## src/shared/dvr_pkg.sv

```systemverilog
// Constants for the DAC volume and ADC mute register bank.
// Assumes a 7-bit register address and 9-bit register data from the control port.
package dvr_pkg;

  // ---------------------------------------------------------------------------
  // Widths
  // ---------------------------------------------------------------------------
  localparam int ADDR_W     = 7;
  localparam int DATA_W     = 9;
  localparam int ATTEN_W    = 8;
  localparam int TOTAL_W    = 9;
  localparam int NUM_DAC    = 6;
  localparam int NUM_ATTEN  = 7;

  // ---------------------------------------------------------------------------
  // Register offsets
  // ---------------------------------------------------------------------------
  localparam logic [6:0] DAC1_LEFT_VOLUME_OFS  = 7'h14;
  localparam logic [6:0] DAC1_RIGHT_VOLUME_OFS = 7'h15;
  localparam logic [6:0] DAC2_LEFT_VOLUME_OFS  = 7'h16;
  localparam logic [6:0] DAC2_RIGHT_VOLUME_OFS = 7'h17;
  localparam logic [6:0] DAC3_LEFT_VOLUME_OFS  = 7'h18;
  localparam logic [6:0] DAC3_RIGHT_VOLUME_OFS = 7'h19;
  localparam logic [6:0] MASTER_VOLUME_OFS     = 7'h1C;
  localparam logic [6:0] ADC_CONTROL_FIRST_OFS = 7'h1D;

  // ---------------------------------------------------------------------------
  // Field positions
  // ---------------------------------------------------------------------------
  localparam int UPDATE_BIT        = 8;
  localparam int ADC_LEFT_SIL_BIT  = 0;
  localparam int ADC_RIGHT_SIL_BIT = 1;
  localparam int ADC_BOTH_SIL_BIT  = 2;
  localparam int ADC_OSR_BIT       = 3;
  localparam int ADC_HPF_OFF_BIT   = 4;
  localparam int ADC_STORED_W      = 5;

  // ---------------------------------------------------------------------------
  // Reset values
  // ---------------------------------------------------------------------------
  localparam logic [7:0] ATTEN_RESET     = 8'hFF;
  localparam logic [4:0] ADC_CTRL_RESET  = 5'h00;
  localparam logic [8:0] READ_UNMAPPED   = 9'h000;

endpackage

```

## src/rtl/dvr_regs.sv

```systemverilog
// DAC digital volume, master attenuation and first ADC control register bank.
// Assumes the serial control port delivers whole 9-bit writes as one-cycle
// strobes in the sys_clk domain and reads through a combinational address port.
// The tracking and zero-cross controls arrive as plain levels; the register
// that holds them lives elsewhere in the device, so this bank only reads them
// and never stores them.
`timescale 1ns/1ps
module dvr_regs (
  input  wire logic       sys_clk,
  input  wire logic       rst,
  input  wire logic       reg_wr_en,
  input  wire logic [6:0] reg_addr,
  input  wire logic [8:0] reg_wr_data,
  output logic [8:0]      reg_rd_data,
  input  wire logic       right_follows_left_atten,
  input  wire logic       volume_zero_cross_en,
  input  wire logic       dac_sample_valid,
  input  wire logic [5:0] dac_sample_sign,
  output logic [7:0]      dac1_left_atten,
  output logic [7:0]      dac1_right_atten,
  output logic [7:0]      dac2_left_atten,
  output logic [7:0]      dac2_right_atten,
  output logic [7:0]      dac3_left_atten,
  output logic [7:0]      dac3_right_atten,
  output logic [7:0]      master_atten,
  output logic [8:0]      dac1_left_steps,
  output logic [8:0]      dac1_right_steps,
  output logic [8:0]      dac2_left_steps,
  output logic [8:0]      dac2_right_steps,
  output logic [8:0]      dac3_left_steps,
  output logic [8:0]      dac3_right_steps,
  output logic            adc_left_silence,
  output logic            adc_right_silence,
  output logic            adc_both_silence,
  output logic            adc_oversample_select,
  output logic            adc_highpass_off
);

  // ---------------------------------------------------------------------------
  // Address decode
  // ---------------------------------------------------------------------------
  // Index 0..5 are the DAC channels in left/right pairs, index 6 is master.
  logic [6:0] vol_sel;
  logic [6:0] vol_wr;
  logic       adc_sel;
  logic       adc_wr;
  logic       update_strobe;
  logic [7:0] wr_code;

  assign vol_sel[0] = (reg_addr == dvr_pkg::DAC1_LEFT_VOLUME_OFS);
  assign vol_sel[1] = (reg_addr == dvr_pkg::DAC1_RIGHT_VOLUME_OFS);
  assign vol_sel[2] = (reg_addr == dvr_pkg::DAC2_LEFT_VOLUME_OFS);
  assign vol_sel[3] = (reg_addr == dvr_pkg::DAC2_RIGHT_VOLUME_OFS);
  assign vol_sel[4] = (reg_addr == dvr_pkg::DAC3_LEFT_VOLUME_OFS);
  assign vol_sel[5] = (reg_addr == dvr_pkg::DAC3_RIGHT_VOLUME_OFS);
  assign vol_sel[6] = (reg_addr == dvr_pkg::MASTER_VOLUME_OFS);
  assign adc_sel    = (reg_addr == dvr_pkg::ADC_CONTROL_FIRST_OFS);

  // One qualified strobe per register, so that a write to an address outside
  // this bank can never touch a latch.
  assign vol_wr[0] = reg_wr_en && vol_sel[0];
  assign vol_wr[1] = reg_wr_en && vol_sel[1];
  assign vol_wr[2] = reg_wr_en && vol_sel[2];
  assign vol_wr[3] = reg_wr_en && vol_sel[3];
  assign vol_wr[4] = reg_wr_en && vol_sel[4];
  assign vol_wr[5] = reg_wr_en && vol_sel[5];
  assign vol_wr[6] = reg_wr_en && vol_sel[6];
  assign adc_wr    = reg_wr_en && adc_sel;
  assign wr_code   = reg_wr_data[dvr_pkg::ATTEN_W-1:0];

  // ---------------------------------------------------------------------------
  // Update strobe
  // ---------------------------------------------------------------------------
  // The update bit is consumed here as a pulse and reaches no storage, so it
  // reads back as zero. A strobe on any volume address, the master included,
  // moves all seven channels together when zero-cross is off; with it on, each DAC channel moves at its own crossing, the master at any channel's.
  assign update_strobe = (|vol_wr) && reg_wr_data[dvr_pkg::UPDATE_BIT];

  // ---------------------------------------------------------------------------
  // Zero-crossing detection
  // ---------------------------------------------------------------------------
  logic [6:0] zc_hit;

  // All channels share one sample strobe. A channel whose sign never flips
  // keeps a deferred change waiting; clearing the zero-cross enable is the
  // way out of that.
  genvar gi;
  generate
    for (gi = 0; gi < dvr_pkg::NUM_DAC; gi = gi + 1)
    begin : g_zd
      dvr_zero_detect u_zd (
        .sys_clk      (sys_clk),
        .rst          (rst),
        .sample_valid (dac_sample_valid),
        .sample_sign  (dac_sample_sign[gi]),
        .cross_hit    (zc_hit[gi])
      );
    end
  endgenerate

  // The master code feeds every channel, so any channel crossing releases it.
  assign zc_hit[6] = |zc_hit[5:0];

  // ---------------------------------------------------------------------------
  // Attenuation channels
  // ---------------------------------------------------------------------------
  logic [7:0] pending [0:6];
  logic [7:0] applied [0:6];

  // The write code fans out to all seven channels; only the selected latch
  // takes it, while the shared update strobe moves every channel at once with zero-cross off,
  // so that a stereo pair never plays at two different settings; with zero-cross on, each DAC channel waits for its own crossing, the master for any channel's.
  generate
    for (gi = 0; gi < dvr_pkg::NUM_ATTEN; gi = gi + 1)
    begin : g_ch
      dvr_atten_chan u_ch (
        .sys_clk      (sys_clk),
        .rst          (rst),
        .latch_wr     (vol_wr[gi]),
        .wr_code      (wr_code),
        .update       (update_strobe),
        .zc_en        (volume_zero_cross_en),
        .zc_hit       (zc_hit[gi]),
        .pending_code (pending[gi]),
        .applied_code (applied[gi])
      );
    end
  endgenerate

  // ---------------------------------------------------------------------------
  // Tracking and total attenuation
  // ---------------------------------------------------------------------------
  logic [7:0] eff_code [0:5];
  logic [8:0] steps    [0:5];
  logic [7:0] master_steps;

  // The master code is never tracked; it scales every channel alike, so its
  // steps are worked out once here and shared by all six sums below.
  assign master_steps = dvr_pkg::ATTEN_RESET - applied[6];

  generate
    for (gi = 0; gi < dvr_pkg::NUM_DAC; gi = gi + 1)
    begin : g_eff
      if ((gi % 2) == 1)
      begin : g_right
        // Tracking swaps in the left applied code; the right channel's own
        // programmed code is kept so that clearing tracking restores it.
        assign eff_code[gi] = right_follows_left_atten ? applied[gi-1]
                                                       : applied[gi];
      end
      else
      begin : g_left
        assign eff_code[gi] = applied[gi];
      end
    end
  endgenerate

  // Half-dB steps below full scale; channel and master add together, and the
  // ninth bit keeps a deep channel plus a deep master from wrapping.
  generate
    for (gi = 0; gi < dvr_pkg::NUM_DAC; gi = gi + 1)
    begin : g_steps
      assign steps[gi] = {1'b0, dvr_pkg::ATTEN_RESET - eff_code[gi]}
                         + {1'b0, master_steps};
    end
  endgenerate

  // ---------------------------------------------------------------------------
  // Registered attenuation outputs
  // ---------------------------------------------------------------------------
  logic [7:0] code_out_r  [0:6];
  logic [8:0] steps_out_r [0:5];

  // Codes and step totals both move on the edge after the apply, so the DAC
  // datapath never sees a code paired with a stale step total.
  always_ff @(posedge sys_clk or posedge rst)
  begin
    if (rst)
    begin
      for (int i = 0; i < dvr_pkg::NUM_DAC; i++)
        code_out_r[i] <= dvr_pkg::ATTEN_RESET;
      code_out_r[6] <= dvr_pkg::ATTEN_RESET;
    end
    else
    begin
      for (int i = 0; i < dvr_pkg::NUM_DAC; i++)
        code_out_r[i] <= eff_code[i];
      code_out_r[6] <= applied[6];
    end
  end

  always_ff @(posedge sys_clk or posedge rst)
  begin
    if (rst)
    begin
      for (int i = 0; i < dvr_pkg::NUM_DAC; i++)
        steps_out_r[i] <= 9'h000;
    end
    else
    begin
      for (int i = 0; i < dvr_pkg::NUM_DAC; i++)
        steps_out_r[i] <= steps[i];
    end
  end

  // ---------------------------------------------------------------------------
  // Output mapping
  // ---------------------------------------------------------------------------
  assign dac1_left_atten  = code_out_r[0];
  assign dac1_right_atten = code_out_r[1];
  assign dac2_left_atten  = code_out_r[2];
  assign dac2_right_atten = code_out_r[3];
  assign dac3_left_atten  = code_out_r[4];
  assign dac3_right_atten = code_out_r[5];
  assign master_atten     = code_out_r[6];

  assign dac1_left_steps  = steps_out_r[0];
  assign dac1_right_steps = steps_out_r[1];
  assign dac2_left_steps  = steps_out_r[2];
  assign dac2_right_steps = steps_out_r[3];
  assign dac3_left_steps  = steps_out_r[4];
  assign dac3_right_steps = steps_out_r[5];

  // ---------------------------------------------------------------------------
  // ADC control register
  // ---------------------------------------------------------------------------
  // Only the mute, oversampling and filter fields live here; the upper bits of
  // this address belong to other logic and read as zero from this bank.
  logic [4:0] adc_ctrl_r;
  logic [4:0] adc_ctrl_nxt;

  // Written whole: one write sets all five fields at once, and the bits above
  // them are dropped here rather than stored and masked later.
  assign adc_ctrl_nxt = reg_wr_data[dvr_pkg::ADC_STORED_W-1:0];

  always_ff @(posedge sys_clk or posedge rst)
  begin
    if (rst)
      adc_ctrl_r <= dvr_pkg::ADC_CTRL_RESET;
    else if (adc_wr)
      adc_ctrl_r <= adc_ctrl_nxt;
  end

  assign adc_left_silence      = adc_ctrl_r[dvr_pkg::ADC_LEFT_SIL_BIT];
  assign adc_right_silence     = adc_ctrl_r[dvr_pkg::ADC_RIGHT_SIL_BIT];
  assign adc_both_silence      = adc_ctrl_r[dvr_pkg::ADC_BOTH_SIL_BIT];
  assign adc_oversample_select = adc_ctrl_r[dvr_pkg::ADC_OSR_BIT];
  assign adc_highpass_off      = adc_ctrl_r[dvr_pkg::ADC_HPF_OFF_BIT];

  // ---------------------------------------------------------------------------
  // Read-back
  // ---------------------------------------------------------------------------
  // Volume registers read the intermediate latch, i.e. the last code written,
  // which may not yet be applied.
  logic [8:0] vol_word [0:6];
  logic [8:0] adc_word;

  generate
    for (gi = 0; gi < dvr_pkg::NUM_ATTEN; gi = gi + 1)
    begin : g_rd
      assign vol_word[gi] = {1'b0, pending[gi]};
    end
  endgenerate

  assign adc_word = {4'h0, adc_ctrl_r};

  // Addresses outside the bank fall through to zero, and so do the ADC bits
  // above the stored fields.
  always_comb
  begin
    reg_rd_data = dvr_pkg::READ_UNMAPPED;
    if (vol_sel[0])
      reg_rd_data = vol_word[0];
    else if (vol_sel[1])
      reg_rd_data = vol_word[1];
    else if (vol_sel[2])
      reg_rd_data = vol_word[2];
    else if (vol_sel[3])
      reg_rd_data = vol_word[3];
    else if (vol_sel[4])
      reg_rd_data = vol_word[4];
    else if (vol_sel[5])
      reg_rd_data = vol_word[5];
    else if (vol_sel[6])
      reg_rd_data = vol_word[6];
    else if (adc_sel)
      reg_rd_data = adc_word;
  end

endmodule

```

## src/rtl/dvr_zero_detect.sv

```systemverilog
// Zero-crossing detector for one DAC channel.
// Assumes sample_sign is valid whenever sample_valid is high.
`timescale 1ns/1ps
module dvr_zero_detect (
  input  wire logic sys_clk,
  input  wire logic rst,
  input  wire logic sample_valid,
  input  wire logic sample_sign,
  output logic      cross_hit
);

  // ---------------------------------------------------------------------------
  // Sign history
  // ---------------------------------------------------------------------------
  logic sign_r;
  logic seen_r;

  // A crossing is a sign change between two accepted samples; the first
  // sample after reset only primes the history.
  assign cross_hit = sample_valid && seen_r && (sample_sign != sign_r);

  always_ff @(posedge sys_clk or posedge rst)
  begin
    if (rst)
    begin
      sign_r <= 1'b0;
      seen_r <= 1'b0;
    end
    else if (sample_valid)
    begin
      sign_r <= sample_sign;
      seen_r <= 1'b1;
    end
  end

endmodule

```

## src/rtl/dvr_atten_chan.sv

```systemverilog
// One attenuation channel: intermediate latch plus applied code.
// Assumes latch_wr and update are one-cycle strobes from the register decode.
`timescale 1ns/1ps
module dvr_atten_chan (
  input  wire logic       sys_clk,
  input  wire logic       rst,
  input  wire logic       latch_wr,
  input  wire logic [7:0] wr_code,
  input  wire logic       update,
  input  wire logic       zc_en,
  input  wire logic       zc_hit,
  output logic [7:0]      pending_code,
  output logic [7:0]      applied_code
);

  // ---------------------------------------------------------------------------
  // Storage
  // ---------------------------------------------------------------------------
  logic [7:0] pending_r;
  logic [7:0] applied_r;
  logic [7:0] staged_r;
  logic       armed_r;
  logic [7:0] target;
  logic       apply_now;
  logic       apply_staged;

  // A write that carries the strobe applies its own code, not the stale latch.
  assign target       = latch_wr ? wr_code : pending_r;
  assign apply_now    = update && !zc_en;
  // Dropping the zero-cross enable releases a held change at once.
  assign apply_staged = !update && armed_r && (zc_hit || !zc_en);

  assign pending_code = pending_r;
  assign applied_code = applied_r;

  // ---------------------------------------------------------------------------
  // Latch and apply
  // ---------------------------------------------------------------------------
  always_ff @(posedge sys_clk or posedge rst)
  begin
    if (rst)
    begin
      pending_r <= dvr_pkg::ATTEN_RESET;
      applied_r <= dvr_pkg::ATTEN_RESET;
      staged_r  <= dvr_pkg::ATTEN_RESET;
      armed_r   <= 1'b0;
    end
    else
    begin
      if (latch_wr)
        pending_r <= wr_code;
      if (apply_now)
      begin
        applied_r <= target;
        // A direct apply supersedes anything still held for a crossing, or the
        // stale held code would overwrite it on the next edge.
        armed_r   <= 1'b0;
      end
      else if (apply_staged)
      begin
        applied_r <= staged_r;
        armed_r   <= 1'b0;
      end
      // A new update while one is held replaces the held value.
      if (update && zc_en)
      begin
        staged_r <= target;
        armed_r  <= 1'b1;
      end
    end
  end

endmodule

```

## config.mk

```make
export PLATFORM = sky130hd
export DESIGN_NAME = dvr_regs
export DESIGN_NICKNAME = d
export VERILOG_FILES = /design/src/shared/dvr_pkg.sv /design/src/rtl/dvr_regs.sv /design/src/rtl/dvr_zero_detect.sv /design/src/rtl/dvr_atten_chan.sv
export SDC_FILE = /design/constraint.sdc
export NUM_CORES = 1
export LEC_CHECK = 0
export BUFFER_PORTS_ARGS = -buffer_cell sky130_fd_sc_hd__buf_4
export CAP_MARGIN = 20
export CORE_ASPECT_RATIO = 1.2
export CORE_MARGIN = 4
export CORE_UTILIZATION = 30
export CTS_BUF_LIST = sky130_fd_sc_hd__clkbuf_4 sky130_fd_sc_hd__clkbuf_8
export CTS_CLUSTER_SIZE = 30
export DETAILED_ROUTE_END_ITERATION = 8
export MAX_ROUTING_LAYER = met4
export PLACE_DENSITY = 0.45
export SLEW_MARGIN = 10
export SYNTH_ARGS = -nofsm -noshare
export SYNTH_HDL_FRONTEND = slang
export SYNTH_SLANG_ARGS = --single-unit
```

## constraint.sdc

```tcl
create_clock -name sys_clk -period 8.4 [get_ports sys_clk]
set_clock_uncertainty 0.05 [all_clocks]
set_input_delay 0.84 -clock sys_clk [delete_from_list [all_inputs] [get_ports sys_clk]]
set_output_delay 0.84 -clock sys_clk [all_outputs]
set_load 0.005 [all_outputs]
```

---- Word-level counts from Yosys, hierarchy flattened ----
Index checks and enable logic that the tools add are counted.
W data, S select, Z words.
cells by class
  add/subtract/negate cells ............... 13
  mux-type cells .......................... 53
  reduce and logical (&&, ||, !) cells .... 57
  equality and inequality tests ........... 14
operator list
  kind                   count
  $mux W8                31
  $eq A7 B5 Y1 const B   8
  $sub A8 B8 Y8 const A  7
  $add A8 B8 Y9          6
  $logic_and A1 B1 Y1    32
  $mux W1                21
  $reduce_bool A3 Y1     7
  $reduce_bool A2 Y1     7
  $logic_or A1 B1 Y1     7
  $reduce_or A7 Y1       1
  $ne A1 B1 Y1           6
  $reduce_or A6 Y1       1
  $mux W5                1
  $logic_not A1 Y1       2
word-level totals
  flip-flop bits (word level) ............. 297
  word-level logic and storage cells ...... 186
  input bits .............................. 28
  output and inout bits ................... 124

---- Depth between registers and ports, before layout ----
  word-level depth ........................ 10
  depth in mapped cells ................... 10
  mapped depth without buffers ............ 9

---- Hierarchy ----
From an unflattened synthesis, not the netlist that was laid out.
unflattened totals
  cells, all modules ...................... 1,182
  area total of the unflattened synthesis .. 13,968.4 um^2
by module, submodules not included
  module           area each (um^2)  cells each  seq. area each (um^2)  times used
  dvr_atten_chan   1,064.8           86          655.6                  7
  dvr_regs         5,997.0           538         2,947.8                1
  dvr_zero_detect  86.3              7           50.0                   6

---- Worst setup path before layout ----
No wires, ideal clock.
  path type ............................... in2reg
  start point ............................. in right_follows_left_atten
  end point ............................... reg steps_out_r (netlist bit dac2_right_steps[6])
  slack ................................... 5.073 ns
  data arrival time ....................... 3.193 ns
  data required time ...................... 8.266 ns
  library setup time ...................... 0.084 ns
  stages .................................. 10
  cell sequence ........................... clkbuf_1 clkbuf_1 mux2i_1 ha_1 fa_1 a21o_1 a21oi_1 nor2_1 o31ai_1 a21boi_0
RTL lines
  element                        line             text
  start, declared                dvr_regs.sv:15   input wire logic right_follows_left_atten,
  end signal, assigned by index  dvr_regs.sv:202  steps_out_r[i] <= steps[i];
  end, declared                  dvr_regs.sv:172  logic [8:0] steps_out_r [0:5];

---- Worst setup path after layout ----
  start point ............................. in reg_addr[0]
  end point ............................... out reg_rd_data[5]
on the way
  cells in the longest elaborated chain, start to end .. 8
  elaborated cells on any way between the ends .. 14
  those cells by class .................... eq/ne: 7; mux: 7
ends and longest elaborated chain
  element          line             text
  start, declared  dvr_regs.sv:12   input wire logic [6:0] reg_addr,
  $eq A7 B5 Y1     dvr_regs.sv:56   assign vol_sel[6] = (reg_addr == dvr_pkg::MASTER_VOLUME_OFS);
  $mux W8          dvr_regs.sv:284  else if (vol_sel[6])
  $mux W8          dvr_regs.sv:282  else if (vol_sel[5])
  $mux W8          dvr_regs.sv:280  else if (vol_sel[4])
  $mux W8          dvr_regs.sv:278  else if (vol_sel[3])
  $mux W8          dvr_regs.sv:276  else if (vol_sel[2])
  $mux W8          dvr_regs.sv:274  else if (vol_sel[1])
  $mux W8 *        dvr_regs.sv:272  if (vol_sel[0])
  end, declared    dvr_regs.sv:14   output logic [8:0] reg_rd_data,
Mark *: on every way between the ends. The rest lies on a longest branch, timed or not.

==> metrics.cfg <==
[critical_path]
path_cells = buf_4 -> nor2b_1 -> nand2_1 -> o21ai_0 -> a21oi_1 -> o32ai_1 -> buf_4
slowest_stage = o32ai_1
crit_family = compound AO/OA/AOI/OAI gates
crit_path_max_incr_delay_ns = 0.44
crit_fanout = 45
cp-end-kind = output port
crit_cells = 7
crit_required_ns = 7.51
r2r_cells = 7
crit_arrival_ns = 2.75
path_class = in -> out
cp.buffers_inverters = 2
crit_path_start_kind = input pin
path_common_cell = buf_4

[placed_design]
hpwl_mm = 27.4
gp_congestion = 0.813
pre_cts_ws_ns = 4.51
io_buffers = 150

[floorplan]
core-area_um2 = 46100
start_util = 0.305
std_cell_rows = 86
ios = 152
floorplan.die_area_um2 = 50300
die_h_um = 245
die_w_um = 205

[clocking]
ctsResizeCount = 0
clockBufferDepth = 3
cts_tree = done
cts.clk_slew.worst_paths_ns = 0.06
numCtsBuffers = 52
cts_root_buf = clkbuf_8
numClockSinks = 297
post_cts_buffers = 0
htreeDepth = 2
cts_hold_buf = 0
clock_latency_ns = 0.64

[synth]
syn_avg_cell_area_um2 = 13.2
ys_warn_count = 0
synth_edf_count = 0
yosys_register_bits = 297
synth-async-reset-ratio = 1.00
syn_inst = 1066
syn-cell-area_um2 = 14000
ys_types = 58
synth_fp_nets = 1148
ys.flop_type = dfstp_2
yosysSeqAreaShare = 0.550

[final_layout]
layout_commonest_cell = dfstp_2
final_cell_mix = 224 x dfstp_2, 154 x buf_4, 149 x mux2_2
fin_nets = 1320
area_delta_synth_final_pct = 21.2
drive_gt1_frac = 0.517
nFillCells = 4599

[routing]
met2WireLength_mm = 17.3
via_per_inst = 4.54
drcViolationCount = 0
top_layer = met4
wl_per_cell_um = 20.5
antenna_violating_nets_post_route = 0
vias = 8605
dr_wl_met3_mm = 1.88
drtIter0Drc = 294
finalWirelength_mm = 38.9
drt-pass1-iter-count = 4
met1_length_mm = 19.0

[grt]
grt_use_total = 0.159
overflow = 0
grt_pass1_vias = 8938
grt_pass1_wl_mm = 58.5
antenna_found_initial = 1
grt_max_degree = 160

[timing]
fin_crit_sh = 0.433
relSlewSlack = 0.338
fmax_ghz = 0.275
setup_slack_ns = 4.76
setup_viol = 0
tightest_slew_ns = 0.993
finalMaxSlewViolations = 0
hold_viol_final = 0
rsz0062_at_grt = no
finalSetupTns_ns = 0
final.min_clock_period_ns = 3.64

[power_and_ir_drop]
irDropWorstVdd_v = 0.0000980
leakagePower_nw = 7.61
power_density_nw_per_um2 = 290

[job]
max-cap-violations = 0

[run_status]
outcome = finished clean

[min_path]
min_path_type = in -> async

Yosys cell counts (all sizes together), types with 2 or more instances:
cell,number,area [um2]
or2,4,25.0
nand4,2,27.5
o31ai,5,37.5
nand3,4,25.0
buf,26,195
nor2b,5,33.8
o21a,10,75.1
clkbuf,11,41.3
ha,48,601
a2bb2oi,6,158
a21boi,13,97.6
dfstp,224,5890
mux2i,99,991
a31oi,8,50.1
dfrtp,73,1830
o22ai,5,31.3
nand2,12,45.0
o32a,5,50.1
a21oi,59,318
o211ai,2,15.0
xnor2,18,158
inv,93,349
o31a,2,17.5
mux2,171,1990
o21bai,4,30.0
o22a,2,17.5
a21o,8,60.1
fa,6,120
xor2,15,131
nor3b,2,15.0
o21ai,36,180
o32ai,3,26.3
nor2,71,283
kinds of logic after synthesis:
family          Yosys count  share of synthesized area
simple gates            112                     0.0408
compound gates          168                     0.0830
mux                     270                      0.212
flops                   297                      0.550
other cells               1                   0.000267
xor+xnor                 33                     0.0206
buf+inv                 131                     0.0420
fa+ha+maj                54                     0.0514
registers in the layout, summed over array words and instances, names as in the netlist, 9 cells and up:
name and flops:
dac1_left_steps 9, g_ch.u_ch.staged_r 56, dac3_right_steps 9, dac1_right_steps 9
g_ch.u_ch.pending_code 56, dac3_left_steps 9, g_ch.u_ch.applied_code 56, dac2_right_steps 9
dac2_left_steps 9
layer usage:
metal | GRT usage | vias to the layer above
met5 | - | -
met4 | 0.0441 | 0
met3 | 0.0318 | 66
met2 | 0.232 | 193
met1 | 0.226 | 4297
li1 | - | 4049
path summary, 6_finish.rpt:
check                                                    endpoint  slack, ns                                      from
max                                                reg_rd_data[5]       4.76                               reg_addr[0]
min                                  dac2_left_steps[5]$_DFF_PP0_       0.27                                       rst
max reg2reg                         dac1_right_steps[6]$_DFF_PP0_       5.60  g_ch[6].u_ch.applied_code[1]$_DFFE_PP1P_
min reg2reg                             master_atten[0]$_DFF_PP1_       0.31  g_ch[6].u_ch.applied_code[0]$_DFFE_PP1P_
max in group asynchronous  g_ch[1].u_ch.pending_code[6]$_DFF_PP1_       6.23                                       rst
min in group sys_clk                    master_atten[0]$_DFF_PP1_       0.31  g_ch[6].u_ch.applied_code[0]$_DFFE_PP1P_
area by class of cell:
type,count,area (um2),area share
Antenna cell,1,2.50,0.000147
Clock buffer,88,1130,0.0664
Clock inverter,8,121,0.00714
Inverter,94,357,0.0210
Multi-Input combinational cell,638,5740,0.337
Sequential cell,297,7710,0.454
Tap cell,616,771,0.0453
Timing Repair Buffer,155,1180,0.0692
per-stage QoR:
stage / utilization / std cells / power [mW] / instance area (um2) / hold slack (ns)
2_1_floorplan: - / 1066 / 2.76 / 14000 / 0.304
3_3_place_gp: 0.342 / 1800 / 3.41 / 15800 / 0.305
3_5_place_dp: 0.342 / 1800 / 3.42 / 15800 / 0.308
4_1_cts: 0.369 / 1896 / 5.04 / 17000 / 0.218
5_1_grt: 0.369 / 1897 / 5.26 / 17000 / 0.259
6_report: 0.369 / 1897 / 4.93 / 17000 / 0.266
where the power goes:
group	switching [mW]	internal [mW]
sequential	0.148	1.86
combinational	0.709	0.646
clock	0.632	0.938
worst register-to-register path, cell delays in order, from the launching register on:
cell and delay, ns:
dfstp_2 0.69, inv_1 0.39, fa_1 0.57, a21o_1 0.20, a21oi_1 0.21, nor2_1 0.09, o31ai_1 0.29, a21boi_0 0.22
Power figures use the tool's default switching activity.
